--- src/fmp_pkg.sv ---
// Constants, types and register map of the fan and motor protection controller.
// Assumes a 100 MHz system clock and a parameter port addressed by sub-index.
package fmp_pkg;

    // ========================================================================
    // Register sub-indices
    localparam logic [7:0] OFS_FAN_MODE_SELECT = 8'h1B;
    localparam logic [7:0] OFS_FAN_ON_TEMPERATURE = 8'h1C;
    localparam logic [7:0] OFS_LOCK_ROTOR_PROTECT_ENABLE = 8'h23;
    localparam logic [7:0] OFS_OVERLOAD_COEFFICIENT = 8'h26;
    localparam logic [7:0] OFS_LOCK_ROTOR_DELAY = 8'h29;
    localparam logic [7:0] OFS_PARAMETER_COPY_SELECT = 8'h2D;
    localparam logic [7:0] OFS_FACTORY_REVERT_REQUEST = 8'h32;
    localparam logic [7:0] OFS_OVERHEAT_PROTECT_ENABLE = 8'h33;
    localparam logic [7:0] OFS_SENSOR_DISCONNECT_PROTECT_ENABLE = 8'h34;

    // ========================================================================
    // Reset values and legal ranges
    localparam logic [15:0] RST_FAN_MODE_SELECT = 16'h0002;
    localparam logic [15:0] RST_FAN_ON_TEMPERATURE = 16'h002D;
    localparam logic [15:0] RST_LOCK_ROTOR_PROTECT_ENABLE = 16'h0001;
    localparam logic [15:0] RST_OVERLOAD_COEFFICIENT = 16'h0064;
    localparam logic [15:0] RST_LOCK_ROTOR_DELAY = 16'h0064;
    localparam logic [15:0] RST_PARAMETER_COPY_SELECT = 16'h0000;
    localparam logic [15:0] RST_FACTORY_REVERT_REQUEST = 16'h0000;
    localparam logic [15:0] RST_OVERHEAT_PROTECT_ENABLE = 16'h0000;
    localparam logic [15:0] RST_SENSOR_DISCONNECT_PROTECT_ENABLE = 16'h0001;
    localparam logic [15:0] MAX_FAN_MODE = 16'h0002;
    localparam logic [15:0] MIN_FAN_TEMP = 16'h000A;
    localparam logic [15:0] MAX_FAN_TEMP = 16'h0064;
    localparam logic [15:0] MAX_FLAG = 16'h0001;
    localparam logic [15:0] MIN_COEF = 16'h0001;
    localparam logic [15:0] MAX_COEF = 16'h01F4;
    localparam logic [15:0] MIN_LOCK_DELAY = 16'h000A;
    localparam logic [15:0] MAX_LOCK_DELAY = 16'h03E8;

    // ========================================================================
    // Fan modes, temperatures in degrees Celsius and the full-scale percentage
    localparam logic [1:0] FAN_MODE_TEMP = 2'h0;
    localparam logic [1:0] FAN_MODE_ALWAYS = 2'h1;
    localparam logic [1:0] FAN_MODE_DRIVE = 2'h2;
    localparam logic [15:0] FAN_HYST_C = 16'h0005;
    localparam logic [15:0] DRIVE_FAN_HOT_C = 16'h002D;
    localparam logic [15:0] DRIVE_FAN_COOL_C = 16'h0028;
    localparam logic [15:0] PERCENT_FULL = 16'h0064;

    // ========================================================================
    // Timing
    localparam int CLK_PERIOD_NS = 10;
    localparam int MS_NS = 1000000;
    localparam int CYCLES_PER_MS = MS_NS / CLK_PERIOD_NS;
    localparam logic [15:0] FAN_RUNON_MS = 16'h01F4;
    localparam logic [15:0] KEY_HOLD_MS = 16'h01F4;
    localparam logic [15:0] REVERT_WAIT_MS = 16'h1388;
    localparam logic [15:0] LOCK_UNIT_MS = 16'h000A;

    // ========================================================================
    // Types
    typedef enum logic [1:0]
    {
        FMP_RV_IDLE = 2'b00,
        FMP_RV_HOLD = 2'b01,
        FMP_RV_SHOW = 2'b10
    } fmp_revert_e;

    typedef struct packed
    {
        logic [15:0] speed;
        logic [15:0] current;
    } fmp_motor_s;

    typedef struct packed
    {
        logic overload;
        logic lock_rotor;
        logic overheat;
        logic sensor_open;
    } fmp_fault_s;

endpackage : fmp_pkg

--- src/fmp_ms_tick.sv ---
// Millisecond enable generator for the protection controller.
// Assumes one free-running clock; the tick is a one-cycle enable pulse.
`timescale 1ns/1ps
module fmp_ms_tick #(
    parameter int CYCLES = fmp_pkg::CYCLES_PER_MS
) (
    input wire logic clk,
    input wire logic rst,
    output logic tick
);
    // ========================================================================
    // Divider
    logic [31:0] cnt;
    logic [31:0] next_cnt;
    logic next_tick;

    always_comb
    begin
        next_tick = 1'b0;
        next_cnt = cnt + 32'h00000001;
        if (cnt >= 32'(CYCLES - 1))
        begin
            next_cnt = 32'h00000000;
            next_tick = 1'b1;
        end
    end

    always_ff @(posedge clk)
    begin
        if (rst)
        begin
            cnt <= 32'h00000000;
            tick <= 1'b0;
        end
        else
        begin
            cnt <= next_cnt;
            tick <= next_tick;
        end
    end
endmodule : fmp_ms_tick

--- src/fmp_ctrl.sv ---
// Fan control, factory revert and motor protection of a servo drive.
// Assumes synchronous inputs: radiator temperature in degrees, drive run
// state, motor speed and current, panel set key and motor sensor flags.
`timescale 1ns/1ps
module fmp_ctrl #(
    parameter int CYCLES_PER_MS = fmp_pkg::CYCLES_PER_MS,
    parameter logic [15:0] LOCK_SPEED_MAX = 16'h000A,
    parameter logic [15:0] LOCK_CURRENT_MIN = 16'h0200,
    parameter logic [15:0] RATED_CURRENT = 16'h0100,
    parameter logic [31:0] OVERLOAD_LIMIT = 32'h00100000
) (
    input wire logic clk,
    input wire logic rst,
    input wire logic [7:0] par_addr,
    input wire logic par_wr,
    input wire logic [15:0] par_wdata,
    input wire logic par_rd,
    output logic [15:0] par_rdata,
    output logic par_rvalid,
    output logic par_err,
    input wire logic [15:0] radiator_temp,
    input wire logic drive_running,
    input wire fmp_pkg::fmp_motor_s motor,
    input wire logic set_key,
    input wire logic motor_hot,
    input wire logic sensor_open,
    output logic fan_on,
    output logic display_zero,
    output logic revert_done,
    output fmp_pkg::fmp_fault_s fault
);
    // ========================================================================
    // Millisecond enable
    logic ms;

    fmp_ms_tick #(
        .CYCLES(CYCLES_PER_MS)
    ) u_tick (
        .clk(clk),
        .rst(rst),
        .tick(ms)
    );

    // ========================================================================
    // Parameter registers
    logic [15:0] fan_mode_select, fan_on_temperature, lock_rotor_protect_enable;
    logic [15:0] overload_coefficient, lock_rotor_delay, parameter_copy_select;
    logic [15:0] factory_revert_request, overheat_protect_enable;
    logic [15:0] sensor_disconnect_protect_enable;
    logic [15:0] next_fan_mode_select, next_fan_on_temperature;
    logic [15:0] next_lock_rotor_protect_enable, next_overload_coefficient;
    logic [15:0] next_lock_rotor_delay, next_parameter_copy_select;
    logic [15:0] next_factory_revert_request, next_overheat_protect_enable;
    logic [15:0] next_sensor_disconnect_protect_enable;
    logic [15:0] next_par_rdata;
    logic next_par_rvalid, next_par_err;
    logic restore;

    function automatic logic in_range(input logic [15:0] v, input logic [15:0] lo,
                                      input logic [15:0] hi);
        in_range = (v >= lo) && (v <= hi);
    endfunction : in_range

    // Out-of-range writes are refused whole; only parameter_copy_select takes any value without a range check.
    always_comb
    begin
        next_fan_mode_select = fan_mode_select;
        next_fan_on_temperature = fan_on_temperature;
        next_lock_rotor_protect_enable = lock_rotor_protect_enable;
        next_overload_coefficient = overload_coefficient;
        next_lock_rotor_delay = lock_rotor_delay;
        next_parameter_copy_select = parameter_copy_select;
        next_factory_revert_request = factory_revert_request;
        next_overheat_protect_enable = overheat_protect_enable;
        next_sensor_disconnect_protect_enable = sensor_disconnect_protect_enable;
        next_par_rdata = 16'h0000;
        next_par_rvalid = par_rd;
        next_par_err = 1'b0;
        if (par_wr)
        begin
            next_par_err = 1'b1;
            case (par_addr)
                fmp_pkg::OFS_FAN_MODE_SELECT:
                    if (in_range(par_wdata, 16'h0000, fmp_pkg::MAX_FAN_MODE))
                    begin
                        next_fan_mode_select = par_wdata;
                        next_par_err = 1'b0;
                    end
                fmp_pkg::OFS_FAN_ON_TEMPERATURE:
                    if (in_range(par_wdata, fmp_pkg::MIN_FAN_TEMP, fmp_pkg::MAX_FAN_TEMP))
                    begin
                        next_fan_on_temperature = par_wdata;
                        next_par_err = 1'b0;
                    end
                fmp_pkg::OFS_LOCK_ROTOR_PROTECT_ENABLE:
                    if (in_range(par_wdata, 16'h0000, fmp_pkg::MAX_FLAG))
                    begin
                        next_lock_rotor_protect_enable = par_wdata;
                        next_par_err = 1'b0;
                    end
                fmp_pkg::OFS_OVERLOAD_COEFFICIENT:
                    if (in_range(par_wdata, fmp_pkg::MIN_COEF, fmp_pkg::MAX_COEF))
                    begin
                        next_overload_coefficient = par_wdata;
                        next_par_err = 1'b0;
                    end
                fmp_pkg::OFS_LOCK_ROTOR_DELAY:
                    if (in_range(par_wdata, fmp_pkg::MIN_LOCK_DELAY, fmp_pkg::MAX_LOCK_DELAY))
                    begin
                        next_lock_rotor_delay = par_wdata;
                        next_par_err = 1'b0;
                    end
                fmp_pkg::OFS_PARAMETER_COPY_SELECT:
                begin
                    next_parameter_copy_select = par_wdata;
                    next_par_err = 1'b0;
                end
                fmp_pkg::OFS_FACTORY_REVERT_REQUEST:
                    if (in_range(par_wdata, 16'h0000, fmp_pkg::MAX_FLAG))
                    begin
                        next_factory_revert_request = par_wdata;
                        next_par_err = 1'b0;
                    end
                fmp_pkg::OFS_OVERHEAT_PROTECT_ENABLE:
                    if (in_range(par_wdata, 16'h0000, fmp_pkg::MAX_FLAG))
                    begin
                        next_overheat_protect_enable = par_wdata;
                        next_par_err = 1'b0;
                    end
                fmp_pkg::OFS_SENSOR_DISCONNECT_PROTECT_ENABLE:
                    if (in_range(par_wdata, 16'h0000, fmp_pkg::MAX_FLAG))
                    begin
                        next_sensor_disconnect_protect_enable = par_wdata;
                        next_par_err = 1'b0;
                    end
                default:
                    next_par_err = 1'b1;
            endcase
        end
        if (par_rd)
        begin
            case (par_addr)
                fmp_pkg::OFS_FAN_MODE_SELECT: next_par_rdata = fan_mode_select;
                fmp_pkg::OFS_FAN_ON_TEMPERATURE: next_par_rdata = fan_on_temperature;
                fmp_pkg::OFS_LOCK_ROTOR_PROTECT_ENABLE:
                    next_par_rdata = lock_rotor_protect_enable;
                fmp_pkg::OFS_OVERLOAD_COEFFICIENT: next_par_rdata = overload_coefficient;
                fmp_pkg::OFS_LOCK_ROTOR_DELAY: next_par_rdata = lock_rotor_delay;
                fmp_pkg::OFS_PARAMETER_COPY_SELECT: next_par_rdata = parameter_copy_select;
                fmp_pkg::OFS_FACTORY_REVERT_REQUEST: next_par_rdata = factory_revert_request;
                fmp_pkg::OFS_OVERHEAT_PROTECT_ENABLE:
                    next_par_rdata = overheat_protect_enable;
                fmp_pkg::OFS_SENSOR_DISCONNECT_PROTECT_ENABLE:
                    next_par_rdata = sensor_disconnect_protect_enable;
                default:
                    next_par_err = 1'b1;
            endcase
        end
    end

    always_ff @(posedge clk)
    begin
        if (rst || restore)
        begin
            fan_mode_select <= fmp_pkg::RST_FAN_MODE_SELECT;
            fan_on_temperature <= fmp_pkg::RST_FAN_ON_TEMPERATURE;
            lock_rotor_protect_enable <= fmp_pkg::RST_LOCK_ROTOR_PROTECT_ENABLE;
            overload_coefficient <= fmp_pkg::RST_OVERLOAD_COEFFICIENT;
            lock_rotor_delay <= fmp_pkg::RST_LOCK_ROTOR_DELAY;
            parameter_copy_select <= fmp_pkg::RST_PARAMETER_COPY_SELECT;
            factory_revert_request <= fmp_pkg::RST_FACTORY_REVERT_REQUEST;
            overheat_protect_enable <= fmp_pkg::RST_OVERHEAT_PROTECT_ENABLE;
            sensor_disconnect_protect_enable <= fmp_pkg::RST_SENSOR_DISCONNECT_PROTECT_ENABLE;
        end
        else
        begin
            fan_mode_select <= next_fan_mode_select;
            fan_on_temperature <= next_fan_on_temperature;
            lock_rotor_protect_enable <= next_lock_rotor_protect_enable;
            overload_coefficient <= next_overload_coefficient;
            lock_rotor_delay <= next_lock_rotor_delay;
            parameter_copy_select <= next_parameter_copy_select;
            factory_revert_request <= next_factory_revert_request;
            overheat_protect_enable <= next_overheat_protect_enable;
            sensor_disconnect_protect_enable <= next_sensor_disconnect_protect_enable;
        end
    end

    always_ff @(posedge clk)
    begin
        if (rst)
        begin
            par_rdata <= 16'h0000;
            par_rvalid <= 1'b0;
            par_err <= 1'b0;
        end
        else
        begin
            par_rdata <= next_par_rdata;
            par_rvalid <= next_par_rvalid;
            par_err <= next_par_err;
        end
    end

    // ========================================================================
    // Fan and factory revert
    fmp_pkg::fmp_revert_e rv_state, next_rv_state;
    logic [15:0] rv_ms, next_rv_ms, runon_ms, next_runon_ms;
    logic hot_latch, next_hot_latch, next_fan_on, next_display_zero;
    logic drive_demand;

    always_comb
    begin
        next_rv_state = rv_state;
        next_rv_ms = rv_ms;
        next_display_zero = 1'b0;
        restore = 1'b0;
        case (rv_state)
            fmp_pkg::FMP_RV_IDLE:
            begin
                next_rv_ms = 16'h0000;
                if (set_key && factory_revert_request == 16'h0001)
                    next_rv_state = fmp_pkg::FMP_RV_HOLD;
            end
            fmp_pkg::FMP_RV_HOLD:
            begin
                if (!set_key || factory_revert_request != 16'h0001)
                    next_rv_state = fmp_pkg::FMP_RV_IDLE;
                else if (ms && rv_ms >= fmp_pkg::KEY_HOLD_MS - 16'h0001)
                begin
                    next_rv_state = fmp_pkg::FMP_RV_SHOW;
                    next_rv_ms = 16'h0000;
                    next_display_zero = 1'b1;
                end
                else if (ms)
                    next_rv_ms = rv_ms + 16'h0001;
            end
            fmp_pkg::FMP_RV_SHOW:
            begin
                next_display_zero = 1'b1;
                if (ms && rv_ms >= fmp_pkg::REVERT_WAIT_MS - 16'h0001)
                begin
                    restore = 1'b1;
                    next_display_zero = 1'b0;
                    next_rv_state = fmp_pkg::FMP_RV_IDLE;
                end
                else if (ms)
                    next_rv_ms = rv_ms + 16'h0001;
            end
            default:
                next_rv_state = fmp_pkg::FMP_RV_IDLE;
        endcase

        // Latch between 45 and 40 degrees keeps the fan from chattering near the limit.
        next_hot_latch = hot_latch;
        if (radiator_temp > fmp_pkg::DRIVE_FAN_HOT_C)
            next_hot_latch = 1'b1;
        else if (radiator_temp < fmp_pkg::DRIVE_FAN_COOL_C)
            next_hot_latch = 1'b0;
        drive_demand = drive_running || next_hot_latch;
        next_fan_on = fan_on;
        next_runon_ms = 16'h0000;
        case (fan_mode_select[1:0])
            fmp_pkg::FAN_MODE_TEMP:
                if (radiator_temp >= fan_on_temperature)
                    next_fan_on = 1'b1;
                else if (radiator_temp < fan_on_temperature - fmp_pkg::FAN_HYST_C)
                    next_fan_on = 1'b0;
            fmp_pkg::FAN_MODE_ALWAYS:
                next_fan_on = 1'b1;
            fmp_pkg::FAN_MODE_DRIVE:
                if (drive_demand)
                    next_fan_on = 1'b1;
                else if (fan_on)
                begin
                    next_runon_ms = runon_ms;
                    if (ms && runon_ms >= fmp_pkg::FAN_RUNON_MS - 16'h0001)
                        next_fan_on = 1'b0;
                    else if (ms)
                        next_runon_ms = runon_ms + 16'h0001;
                end
            default:
                next_fan_on = 1'b0;
        endcase
    end

    always_ff @(posedge clk)
    begin
        if (rst)
        begin
            rv_state <= fmp_pkg::FMP_RV_IDLE;
            rv_ms <= 16'h0000;
            hot_latch <= 1'b0;
            fan_on <= 1'b0;
            runon_ms <= 16'h0000;
            display_zero <= 1'b0;
            revert_done <= 1'b0;
        end
        else
        begin
            rv_state <= next_rv_state;
            rv_ms <= next_rv_ms;
            hot_latch <= next_hot_latch;
            fan_on <= next_fan_on;
            runon_ms <= next_runon_ms;
            display_zero <= next_display_zero;
            revert_done <= restore;
        end
    end

    // ========================================================================
    // Motor protection
    logic [31:0] heat, next_heat;
    logic [19:0] lock_ms, next_lock_ms;
    fmp_pkg::fmp_fault_s next_fault;
    logic [47:0] heat_scaled, limit_scaled;
    logic locked;

    always_comb
    begin
        next_heat = heat;
        if (ms && motor.current > RATED_CURRENT)
            next_heat = heat + 32'(motor.current - RATED_CURRENT);
        else if (ms && heat > 32'(RATED_CURRENT - motor.current))
            next_heat = heat - 32'(RATED_CURRENT - motor.current);
        else if (ms)
            next_heat = 32'h00000000;
        // Limit compared as heat*100 > limit*coef so that no divider is needed.
        heat_scaled = 48'(heat) * 48'(fmp_pkg::PERCENT_FULL);
        limit_scaled = 48'(OVERLOAD_LIMIT) * 48'(overload_coefficient);
        next_fault.overload = heat_scaled > limit_scaled;
        locked = lock_rotor_protect_enable[0] && motor.speed <= LOCK_SPEED_MAX
                 && motor.current >= LOCK_CURRENT_MIN;
        next_lock_ms = 20'h00000;
        if (locked)
            next_lock_ms = (ms && !fault.lock_rotor) ? lock_ms + 20'h00001 : lock_ms;
        next_fault.lock_rotor = locked
            && lock_ms >= 20'(lock_rotor_delay) * 20'(fmp_pkg::LOCK_UNIT_MS);
        next_fault.overheat = overheat_protect_enable[0] && motor_hot;
        next_fault.sensor_open = sensor_disconnect_protect_enable[0]
                                 && sensor_open;
    end

    always_ff @(posedge clk)
    begin
        if (rst)
        begin
            heat <= 32'h00000000;
            lock_ms <= 20'h00000;
            fault <= '0;
        end
        else
        begin
            heat <= next_heat;
            lock_ms <= next_lock_ms;
            fault <= next_fault;
        end
    end
endmodule : fmp_ctrl

--- config.mk ---
export PLATFORM = sky130hd
export DESIGN_NAME = fmp_ctrl
export DESIGN_NICKNAME = d
export VERILOG_FILES = /design/src/fmp_pkg.sv /design/src/fmp_ms_tick.sv /design/src/fmp_ctrl.sv
export SDC_FILE = /design/constraint.sdc
export NUM_CORES = 1
export LEC_CHECK = 0
export CAP_MARGIN = 20
export CORE_MARGIN = 1
export CORE_UTILIZATION = 55
export CTS_BUF_LIST = sky130_fd_sc_hd__clkbuf_8 sky130_fd_sc_hd__clkbuf_16
export DETAILED_ROUTE_END_ITERATION = 8
export DONT_BUFFER_PORTS = 1
export GPL_TIMING_DRIVEN = 1
export PLACE_DENSITY = 0.71
export SYNTH_ARGS = -nofsm -noshare
export SYNTH_HDL_FRONTEND = slang
export SYNTH_SLANG_ARGS = --single-unit
--- constraint.sdc ---
create_clock -name clk -period 12.8 [get_ports clk]
set_input_delay 2.56 -clock clk [delete_from_list [all_inputs] [get_ports clk]]
set_output_delay 2.56 -clock clk [all_outputs]
set_load 0.01 [all_outputs]
======== Yosys cells after proc, flatten, opt, wreduce, memory -nomap -nowiden ========
Cells that the tools add are included.
Widths: inputs -> output; s select.
storage, ports and cells
  bits in registers ....................... 289
  output and inout port bits .............. 25
  word-level logic and storage cells ...... 168
  bits of input ports ..................... 80
cells by class
  bitwise logic cells ..................... 5
  multiplexer cells ....................... 38
  $add $sub $neg .......................... 9
  reductions and logical operators ........ 44
  multipliers ............................. 2
  equality and inequality tests ........... 21
  magnitude comparators ................... 22
operators by type and width
  operator               count
  $pmux 16 s9            1
  $mux 32                3
  $mux 16                4
  $eq 8x6->1 const B     7
  $pmux 16 s3            1
  $gt 39x36->1           1
  $mul 32x5->37 const B  1
  $add 16x1->16 const B  2
  $add 32x1->32 const B  1
  $add 32x32->32         1
  $ge 16x1->1 const B    2
  $ge 16x9->1 const B    2
  $ge 32x17->1 const B   1
  $gt 32x32->1           1
  $sub 32x32->32         1
  $reduce_and 3->1       10
  $mux 1                 21
  $add 20x1->20 const B  1
  $ge 20x20->1           1
  $mul 16x3->19 const B  1
  $logic_and 1x1->1      17
  $sub 16x9->17 const B  1
  $sub 9x16->17 const A  1
  $eq 16x1->1 const B    1
  other kinds (35)       58

======== Depth between registers and ports, before layout ========
Gate-level depths: netlist of run 1.
  depth after elaboration ................. 7
  mapped depth ............................ 24
  depth with buffers taken out ............ 24

======== Cells and area by module ========
From an unflattened synthesis of run 1, not the netlist that was laid out.
unflattened totals
  cells, all modules ...................... 2,461
  area total of the unflattened synthesis .. 20,564.7 sq um
modules (own cells, without submodules)
  module       times used  cells an instance  area an instance (sq um)  seq. area each (sq um)
  fmp_ctrl     1           2,349              19,433.6                  5,124.9
  fmp_ms_tick  1           112                1,131.1                   660.6

======== Worst setup path after synthesis of run 1 ========
Ideal clock, no wire load.
  kind .................................... input to register
  from .................................... in motor[10] in the netlist's numbering
  to ...................................... reg heat[31]
  setup slack ............................. 6.596 ns
  arrival ................................. 6.143 ns
  path buffers ............................ 1
  stages on the path ...................... 16
  library setup time ...................... 0.062 ns
  cell sequence ........................... clkbuf_1 > nor3_1 > nand2b_1 > or3_1 > nor2_1 > ha_1 > o21a_1 > o21a_1 > o21ai_0 > a311oi_1 > o31ai_1 > o311ai_0 > xnor2_1 > a21oi_1 > or3_1 > nand3_1
between the ends
  longest elaborated chain between the ends .. 5
  elaborated cells on any way between the ends .. 11
RTL lines
  item                  line                              text
  start, declared       fmp_ctrl.sv:23                    input wire fmp_pkg::fmp_motor_s motor,
  $sub 9x16->17         fmp_ctrl.sv:324, fmp_ctrl.sv:325
  $gt 32x32->1          fmp_ctrl.sv:324                   else if (ms && heat > 32'(RATED_CURRENT - motor.current))
  $logic_and 1x1->1     fmp_ctrl.sv:324
  $mux 32               fmp_ctrl.sv:324
  $mux 32               fmp_ctrl.sv:322                   if (ms && motor.current > RATED_CURRENT)
  end signal, assigned  fmp_ctrl.sv:354                   heat <= next_heat;
  end, declared         fmp_ctrl.sv:313                   logic [31:0] heat, next_heat;
Parallel ways exist; a longest one is shown, timed or not.
A chain may end at the register's enable or synchronous reset.

======== Worst setup path in the final report of run 1 ========
  from .................................... reg heat[6]
  to ...................................... reg fault[3] in the netlist's numbering
between the ends
  longest elaborated chain between the ends .. 2
RTL lines
  item                  line             text
  $mul 32x5->37         fmp_ctrl.sv:329  heat_scaled = 48'(heat) * 48'(fmp_pkg::PERCENT_FULL);
  $gt 39x36->1          fmp_ctrl.sv:331  next_fault.overload = heat_scaled > limit_scaled;
  end signal, assigned  fmp_ctrl.sv:356  fault <= next_fault;
  end, declared         fmp_ctrl.sv:30   output fmp_pkg::fmp_fault_s fault
No other way between the ends.

==> results_tabular.tex, run 1 <==
\begin{tabular}{lr}
\hline
Metric & Value \\
\hline
\multicolumn{2}{l}{\textbf{STA}} \\
Worst slew slack as a fraction of its limit & 29.3\% \\
RSZ-0062 raised after global routing & no \\
Min Clock Period, post-route & 6.72 ns \\
Hold Fails Final Rpt & 0 \\
Worst Max-Slew Pin Slew & 1.06 ns \\
Total negative slack for setup checks & 0 ns \\
Achievable frequency & 149 MHz \\
Worst Skew & 0.00700 ns \\
Max Slew Vio Count & 0 \\
Setup-failing EPs final & 0 \\
Tcrit/Tclk final & 52.5\% \\
\multicolumn{2}{l}{\textbf{Critical path}} \\
CP top delay family & simple AND/OR/NAND/NOR gates \\
Startpoint of the most critical register-to-register path & heat[6] \\
Sort of element at the start of the critical path & flip-flop \\
CP Data Arrival Time & 7.16 ns \\
Highest fanout seen on the critical path & 6 \\
WP buf/inv & 0 \\
Slowest library cell on the worst path & or4\_1 \\
Beginning of the critical path & heat[6] \\
Kind of end point of the critical path & flip-flop \\
CP Class & reg2reg \\
Setup crit end & fault[3] \\
Path length in cells of the critical path & 22 \\
R2r worst-path depth & 22 \\
Reg-to-reg slack, setup & 6.08 ns \\
Library cell appearing most often on the critical path & ha\_1 \\
Chain of cells forming the critical path & ha\_1 > ha\_1 > fa\_1 > ha\_1 > o21ai\_0 > nor4\_1 > nor4\_2 > o21ai\_0 > nand3\_1 > nand3\_1 > a31oi\_1 > o21bai\_1 > a21oi\_1 > xnor2\_1 > ha\_1 > nand3\_1 > or2\_2 > or4\_1 > nor4\_1 > nand4\_1 > o21ai\_0 > a31oi\_1 \\
Reg2Reg Capture Point & fault[3] \\
Crit-path max cell delay & 0.56 ns \\
Required time at the worst-slack endpoint & 13.24 ns \\
\multicolumn{2}{l}{\textbf{Power}} \\
Combinational group share of total power & 17.6\% \\
Relative contribution of sequential cells to total power & 40.3\% \\
Net switching component of the power & 0.000633 W \\
Share of total power in the clock network & 42.1\% \\
Pwr Density & 104 nW/µm² \\
Switching part of the total power & 27.4\% \\
Internal power summed over all cells & 0.00168 W \\
Pleak & 10.0 nW \\
Worst VDD drop & 0.0992 mV \\
\multicolumn{2}{l}{\textbf{Finish}} \\
Final core utilization & 60.4\% \\
Final net count & 2849 \\
Leading cell type in the layout, fill and taps excluded & dfxtp\_1 \\
Antenna diode count & 0 \\
Largest registers & heat (32), u\_tick.cnt (32), lock\_ms (20) \\
Post-route non-filler standard cell count & 2957 \\
Top library cells by usage in the layout, fill and taps aside & dfxtp\_1, ha\_1, inv\_1 \\
Area growth, synth to finish & 8.06\% \\
Share of post-route cells with drive strength above 1 & 3.94\% \\
\multicolumn{2}{l}{\textbf{Logic synthesis}} \\
Share of async-settable or async-resettable flops after synthesis & 0\% \\
Most frequently used flop master after synthesis & dfxtp\_1 \\
Synthesized area per cell & 8.31 µm² \\
Largest cells by area after synthesis & dfxtp\_1, ha\_1, a21oi\_1 \\
Sequential area share after synthesis & 28.2\% \\
Number of distinct library cell variants in the gate-level netlist after synthesis & 74 \\
Proportion of netlist area held by the largest area contributor & 28.2\% \\
Yosys warning count & 0 \\
Register bit count reported by yosys & 289 \\
Synthesized instance count & 2470 \\
Most area-hungry cell type in the Yosys netlist & dfxtp\_1 \\
Cell area after technology mapping & 20500 µm² \\
EDFF count, synth & 0 \\
\multicolumn{2}{l}{\textbf{Clock tree}} \\
Root buf cell & clkbuf\_16 \\
Count of H-tree levels built during CTS & 1 \\
Clock tree from TritonCTS & done \\
Post-CTS Setup Repair Bufs & 0 \\
Number of CTS-inserted buffers & 31 \\
Clock transition at the registers of the reported paths & 0.06 ns \\
Post-cts hold buffer count & 0 \\
Post-cts sizing count & 0 \\
Max clock buf depth & 3 \\
Later-pin clock latency in the skew report & 0.58 ns \\
Count of clock tree sinks & 289 \\
\multicolumn{2}{l}{\textbf{Detailed routing}} \\
Number of DRC violations after detailed routing & 0 \\
Total wire length after detailed routing & 50.9 mm \\
Post-DR wirelength/cell & 17.2 µm \\
Total via count in the routed design & 17500 \\
Initial DRC Count & 1250 \\
First-pass detailed-route iteration total & 5 \\
Antenna violation net count after detailed routing & 0 \\
Vias per std cell & 5.91 \\
\multicolumn{2}{l}{\textbf{Floorplanning}} \\
Height of the chip & 195 µm \\
Die footprint & 38100 µm² \\
Starting Density & 55.9\% \\
DIE WIDTH & 195 µm \\
Core region area & 36700 µm² \\
Num rows & 70 \\
Top-level port count & 105 \\
\multicolumn{2}{l}{\textbf{GRT}} \\
Global-route total usage across every layer & 26.7\% \\
Total gr overflow & 0 \\
Wire length of the first global-routing pass & 84.3 mm \\
Maximum number of pins on one net before global-route repair & 53 \\
Number of antenna violations at the first check in global routing & 0 \\
Number of global-route vias before repair & 17200 \\
\multicolumn{2}{l}{\textbf{Worst hold path}} \\
Class of the worst hold path & reg2reg \\
\multicolumn{2}{l}{\textbf{Place}} \\
Placer congestion estimate & 0.910 \\
DP Wirelength & 38.9 mm \\
Number of port buffers & 0 \\
Number of cells after detailed placement & 2896 \\
\multicolumn{2}{l}{\textbf{Outcome}} \\
Status & completed \\
\multicolumn{2}{l}{\textbf{Run}} \\
Maxcap violations & 0 \\
\hline
\end{tabular}
==> cell usage after synthesis (all sizes together) (46+ instances only) <==
master	n
ha	274
xnor2	94
inv	223
nand2	168
dfxtp	289
a21o	58
clkbuf	55
o21ai	106
nand3	79
a21oi	177
and2	89
mux2i	46
nor2	209
xor2	73
==> per-layer routing <==
layer	global-route usage (%)	part of all wire (%)
met1	34.8	45
met2	45.2	47
met5	0	0
met3	4.15	5.6
met4	8.08	2.7
==> per-stage QoR <==
stage	total power [W]	hold WS (ns)	setup WS (ns)	area, µm²
2_1_floorplan	0.00126	0.420	6.60	20600
5_1_grt	0.00242	0.467	5.57	22200
4_1_cts	0.00232	0.459	6.12	22100
6_report	0.00231	0.457	6.08	22200
3_5_place_dp	0.00135	0.440	5.66	21000
3_3_place_gp	0.00135	0.436	5.27	21000
==> power groups by stage <==
stage / Sequential, W / Combinational [W] / Clock (W)
2_1_floorplan: 0.000943 / 0.000321 / 0
3_3_place_gp: 0.000951 / 0.000395 / 0
3_5_place_dp: 0.000951 / 0.000402 / 0
4_1_cts: 0.000932 / 0.000405 / 0.000988
5_1_grt: 0.000933 / 0.000462 / 0.00103
6_report: 0.000931 / 0.000406 / 0.000972
==> cells by family after synthesis <==
logic type	Yosys count	synth area share [%]
AOI/OAI and AO/OA	577	17.9
other	1	0.0183
buffers and inverters	292	5.39
adders and majority gates	304	19.6
muxes	46	2.24
xor gates and xnor gates	167	7.13
and+or+nand+nor	794	19.5
DFF	289	28.2
==> tightest hold or removal path, stage by stage (launching register included) <==
cell,delay [ns]
dfxtp_1,0.31
nand2_1,0.05
a21oi_1,0.05
==> final cells by class <==
class | count | area, µm²
well taps | 468 | 586
fillers | 3265 | 14500
multi-input cells | 1903 | 13700
clock inverters | 17 | 231
repair buffers | 17 | 133
inverters | 223 | 837
flip-flops and latches | 289 | 5790
clock buffers | 40 | 900
==> how the worst min path moves through the flow <==
| stage | startpoint | end | slack [ns] | cells past startpoint |
|---|---|---|---|---|
| after floorplan | runon_ms[15] | runon_ms[15] | 0.42 | 1 |
| after detailed placement | runon_ms[15] | runon_ms[15] | 0.44 | 1 |
| final | parameter_copy_select[14] | parameter_copy_select[14] | 0.46 | 2 |
| after global routing | sensor_disconnect_protect_enable[9] | sensor_disconnect_protect_enable[9] | 0.47 | 1 |
| after CTS | runon_ms[14] | runon_ms[14] | 0.46 | 1 |
| after global placement | runon_ms[9] | runon_ms[9] | 0.44 | 1 |
Power figures use the tool's default switching activity.
==> run 2: changes to the inputs <==
--- a/config.mk
+++ b/config.mk
@@ -5,6 +5,7 @@
 export SDC_FILE = /design/constraint.sdc
 export NUM_CORES = 1
 export LEC_CHECK = 0
+export ABC_AREA = 1
 export CAP_MARGIN = 20
 export CORE_MARGIN = 1
 export CORE_UTILIZATION = 55
@@ -12,7 +13,7 @@
 export DETAILED_ROUTE_END_ITERATION = 8
 export DONT_BUFFER_PORTS = 1
 export GPL_TIMING_DRIVEN = 1
-export PLACE_DENSITY = 0.71
+export PLACE_DENSITY = 0.74
 export SYNTH_ARGS = -nofsm -noshare
 export SYNTH_HDL_FRONTEND = slang
 export SYNTH_SLANG_ARGS = --single-unit
==> constraint.sdc (replaced) <==
create_clock -name clk -period 6.18 [get_ports clk]
set_input_delay 1.236 -clock clk [delete_from_list [all_inputs] [get_ports clk]]
set_output_delay 1.236 -clock clk [all_outputs]
set_load 0.01 [all_outputs]
==> results_tabular.tex, run 2 <==
\begin{tabular}{lr}
\hline
Metric & Value \\
\hline
\multicolumn{2}{l}{\textbf{Clock tree}} \\
Later-pin clock latency in the skew report & 0.55 ns \\
Max clock buf depth & 3 \\
Post-cts hold buffer count & 0 \\
Count of H-tree levels built during CTS & 2 \\
Clock tree from TritonCTS & done \\
Post-CTS Setup Repair Bufs & 0 \\
Post-cts sizing count & 0 \\
Count of clock tree sinks & 289 \\
Clock transition at the registers of the reported paths & 0.06 ns \\
Root buf cell & clkbuf\_16 \\
Number of CTS-inserted buffers & 34 \\
\multicolumn{2}{l}{\textbf{Run}} \\
Maxcap violations & 0 \\
\multicolumn{2}{l}{\textbf{Finish}} \\
Share of post-route cells with drive strength above 1 & 4.05\% \\
Top library cells by usage in the layout, fill and taps aside & nand2\_1, inv\_1, nor2\_1 \\
Largest registers & heat (32), u\_tick.cnt (32), lock\_ms (20) \\
Leading cell type in the layout, fill and taps excluded & nand2\_1 \\
Filler Cells Inserted & 3890 \\
Area growth, synth to finish & 7.18\% \\
Final net count & 3597 \\
Antenna diode count & 0 \\
\multicolumn{2}{l}{\textbf{Power}} \\
Pleak & 11.0 nW \\
Pwr Density & 200 nW/µm² \\
Worst VDD drop & 0.198 mV \\
\multicolumn{2}{l}{\textbf{Logic synthesis}} \\
Post-synthesis simple-gate area fraction & 27.7\% \\
Cell area after technology mapping & 22200 µm² \\
Synthesized area per cell & 6.92 µm² \\
Share of async-settable or async-resettable flops after synthesis & 0\% \\
Mux share of post-synthesis cell area & 0\% \\
Most common library cells after synthesis & nand2\_1, inv\_1, nor2\_1 \\
Sequential area share after synthesis & 26.0\% \\
Adder and majority cell fraction of the synthesized area & 18.1\% \\
EDFF count, synth & 0 \\
Most frequently used flop master after synthesis & dfxtp\_1 \\
Area fraction in compound gates after synthesis & 14.3\% \\
Synthesized instance count & 3213 \\
XOR/XNOR Fraction of Synth Area & 4.10\% \\
Most area-hungry cell type in the Yosys netlist & dfxtp\_1 \\
Largest cells by area after synthesis & dfxtp\_1, ha\_1, nand2\_1 \\
Top-count cell post-synth & nand2\_1 \\
Proportion of netlist area held by the largest area contributor & 26.0\% \\
Register bit count reported by yosys & 289 \\
Yosys warning count & 0 \\
Number of distinct library cell variants in the gate-level netlist after synthesis & 62 \\
Largest family of logic cells by synthesized area & simple AND/OR/NAND/NOR gates \\
\multicolumn{2}{l}{\textbf{GRT}} \\
Global-route total usage across every layer & 32.1\% \\
Maximum number of pins on one net before global-route repair & 102 \\
Total gr overflow & 0 \\
Wire length of the first global-routing pass & 106 mm \\
Number of antenna violations at the first check in global routing & 1 \\
Number of global-route vias before repair & 20600 \\
\multicolumn{2}{l}{\textbf{STA}} \\
Max Slew Vio Count & 0 \\
Achievable frequency & 196 MHz \\
Worst Max-Slew Pin Slew & 1.11 ns \\
RSZ-0062 raised after global routing & no \\
Hold Fails Final Rpt & 0 \\
Hold Worst Slack & 0.434 ns \\
Min Clock Period, post-route & 5.11 ns \\
Setup-failing EPs final & 0 \\
Total negative slack for setup checks & 0 ns \\
Tcrit/Tclk final & 82.7\% \\
Worst slew slack as a fraction of its limit & 25.8\% \\
Worst Skew & 0.0211 ns \\
\multicolumn{2}{l}{\textbf{Place}} \\
DP Wirelength & 52.8 mm \\
Number of port buffers & 0 \\
Placer congestion estimate & 0.979 \\
\multicolumn{2}{l}{\textbf{Critical path}} \\
CP Class & reg2reg \\
Highest fanout seen on the critical path & 6 \\
Sort of element at the start of the critical path & flip-flop \\
CP Data Arrival Time & 5.55 ns \\
Required time at the worst-slack endpoint & 6.63 ns \\
Kind of end point of the critical path & flip-flop \\
\multicolumn{2}{l}{\textbf{Outcome}} \\
Status & completed \\
\multicolumn{2}{l}{\textbf{Worst hold path}} \\
Class of the worst hold path & reg2reg \\
\multicolumn{2}{l}{\textbf{Detailed routing}} \\
Initial DRC Count & 1875 \\
First-pass detailed-route iteration total & 7 \\
Vias per std cell & 5.75 \\
Number of DRC violations after detailed routing & 0 \\
Post-DR wirelength/cell & 17.6 µm \\
Antenna violation net count after detailed routing & 0 \\
Total via count in the routed design & 21600 \\
Total wire length after detailed routing & 66.1 mm \\
\multicolumn{2}{l}{\textbf{Floorplanning}} \\
Starting Density & 55.8\% \\
Die footprint & 41200 µm² \\
Height of the chip & 203 µm \\
Num rows & 73 \\
Core region area & 39800 µm² \\
Top-level port count & 105 \\
DIE WIDTH & 203 µm \\
\hline
\end{tabular}
run 2: cell count changes in the layout (fill, tap and decap cells not counted), sizes merged, moves of 62 or more:
| cell | delta |
|---|---|
| o21ai | +70 |
| nor2 | +134 |
| a21oi | +83 |
| xnor2 | -69 |
| nand2 | +461 |
| inv | +272 |
| nand3 | +114 |
| and2 | -88 |
| nor3 | +62 |
run 2: cell type report:
class                      instances  area (µm²)  area share [%]
clock buffer                      44        1000            4.20
multi-input combinational       2387       14400            60.3
sequential                       289        5790            24.3
inverter                         494        1860            7.80
tap                              525         657            2.76
timing repair buffer               7        52.6           0.221
clock inverter                    14         109           0.457
run 2: cell families (layout without fill, tap and decap cells):
kind of cell	Yosys count	after routing
and+or+nand+nor	1395	1395
xor gates and xnor gates	104	104
AOI/OAI and AO/OA	569	569
other	1	15
adders and majority gates	304	304
DFF	289	289
buffers and inverters	551	559
run 2: worst paths after layout:
kind	cells past startpoint	slack [ns]	start	end
worst max-delay path	26	1.07	heat[3]	fault[3]
worst min-delay path	2	0.43	runon_ms[11]	runon_ms[11]
worst max register to register	26	1.07	heat[3]	fault[3]
worst min register to register	2	0.43	runon_ms[11]	runon_ms[11]
run 2: worst max-delay path: stages, from the launching register on:
cell	delay [ns]
dfxtp_1	0.47
ha_1	0.29
ha_1	0.29
inv_1	0.05
fa_1	0.50
inv_1	0.04
ha_1	0.38
a21oi_1	0.30
nand2_1	0.13
nand3_1	0.11
nand2_1	0.10
nand2_1	0.10
nand2_1	0.17
a31oi_1	0.31
inv_1	0.09
a21oi_1	0.17
xnor2_1	0.13
ha_1	0.34
nand4_1	0.13
nor3_1	0.20
nand3_1	0.10
nor2_1	0.09
nand3_1	0.08
nor2_1	0.09
nand4_1	0.18
nand2_1	0.12
a21oi_1	0.06
run 2: metrics by stage:
step	instances	setup WS (ns)	power (W)	util (%)	cell area [µm²]
final	3760	1.07	0.00477	59.8	23800
after global routing	3760	0.754	0.00497	59.8	23800
after CTS	3760	1.13	0.00478	59.8	23800
after detailed placement	3702	1.13	0.00279	57.0	22700
after global placement	3702	1.17	0.00278	57.0	22700
after floorplan	3227	1.59	0.00256	-	22300
run 2: where the power goes:
group	internal, W	switching, W
Sequential	0.00189	0.0000401
Combinational	0.000282	0.000558
Clock	0.00118	0.000823
Total	0.00335	0.00142
run 2: routing by layer:
metal,wire length (µm),up-vias,global-route usage [%]
met3,4920,112,4.64
met4,1800,0,10.0
met5,0,-,0
met1,29000,10100,42.2
met2,30400,749,54.2
li1,-,10700,-
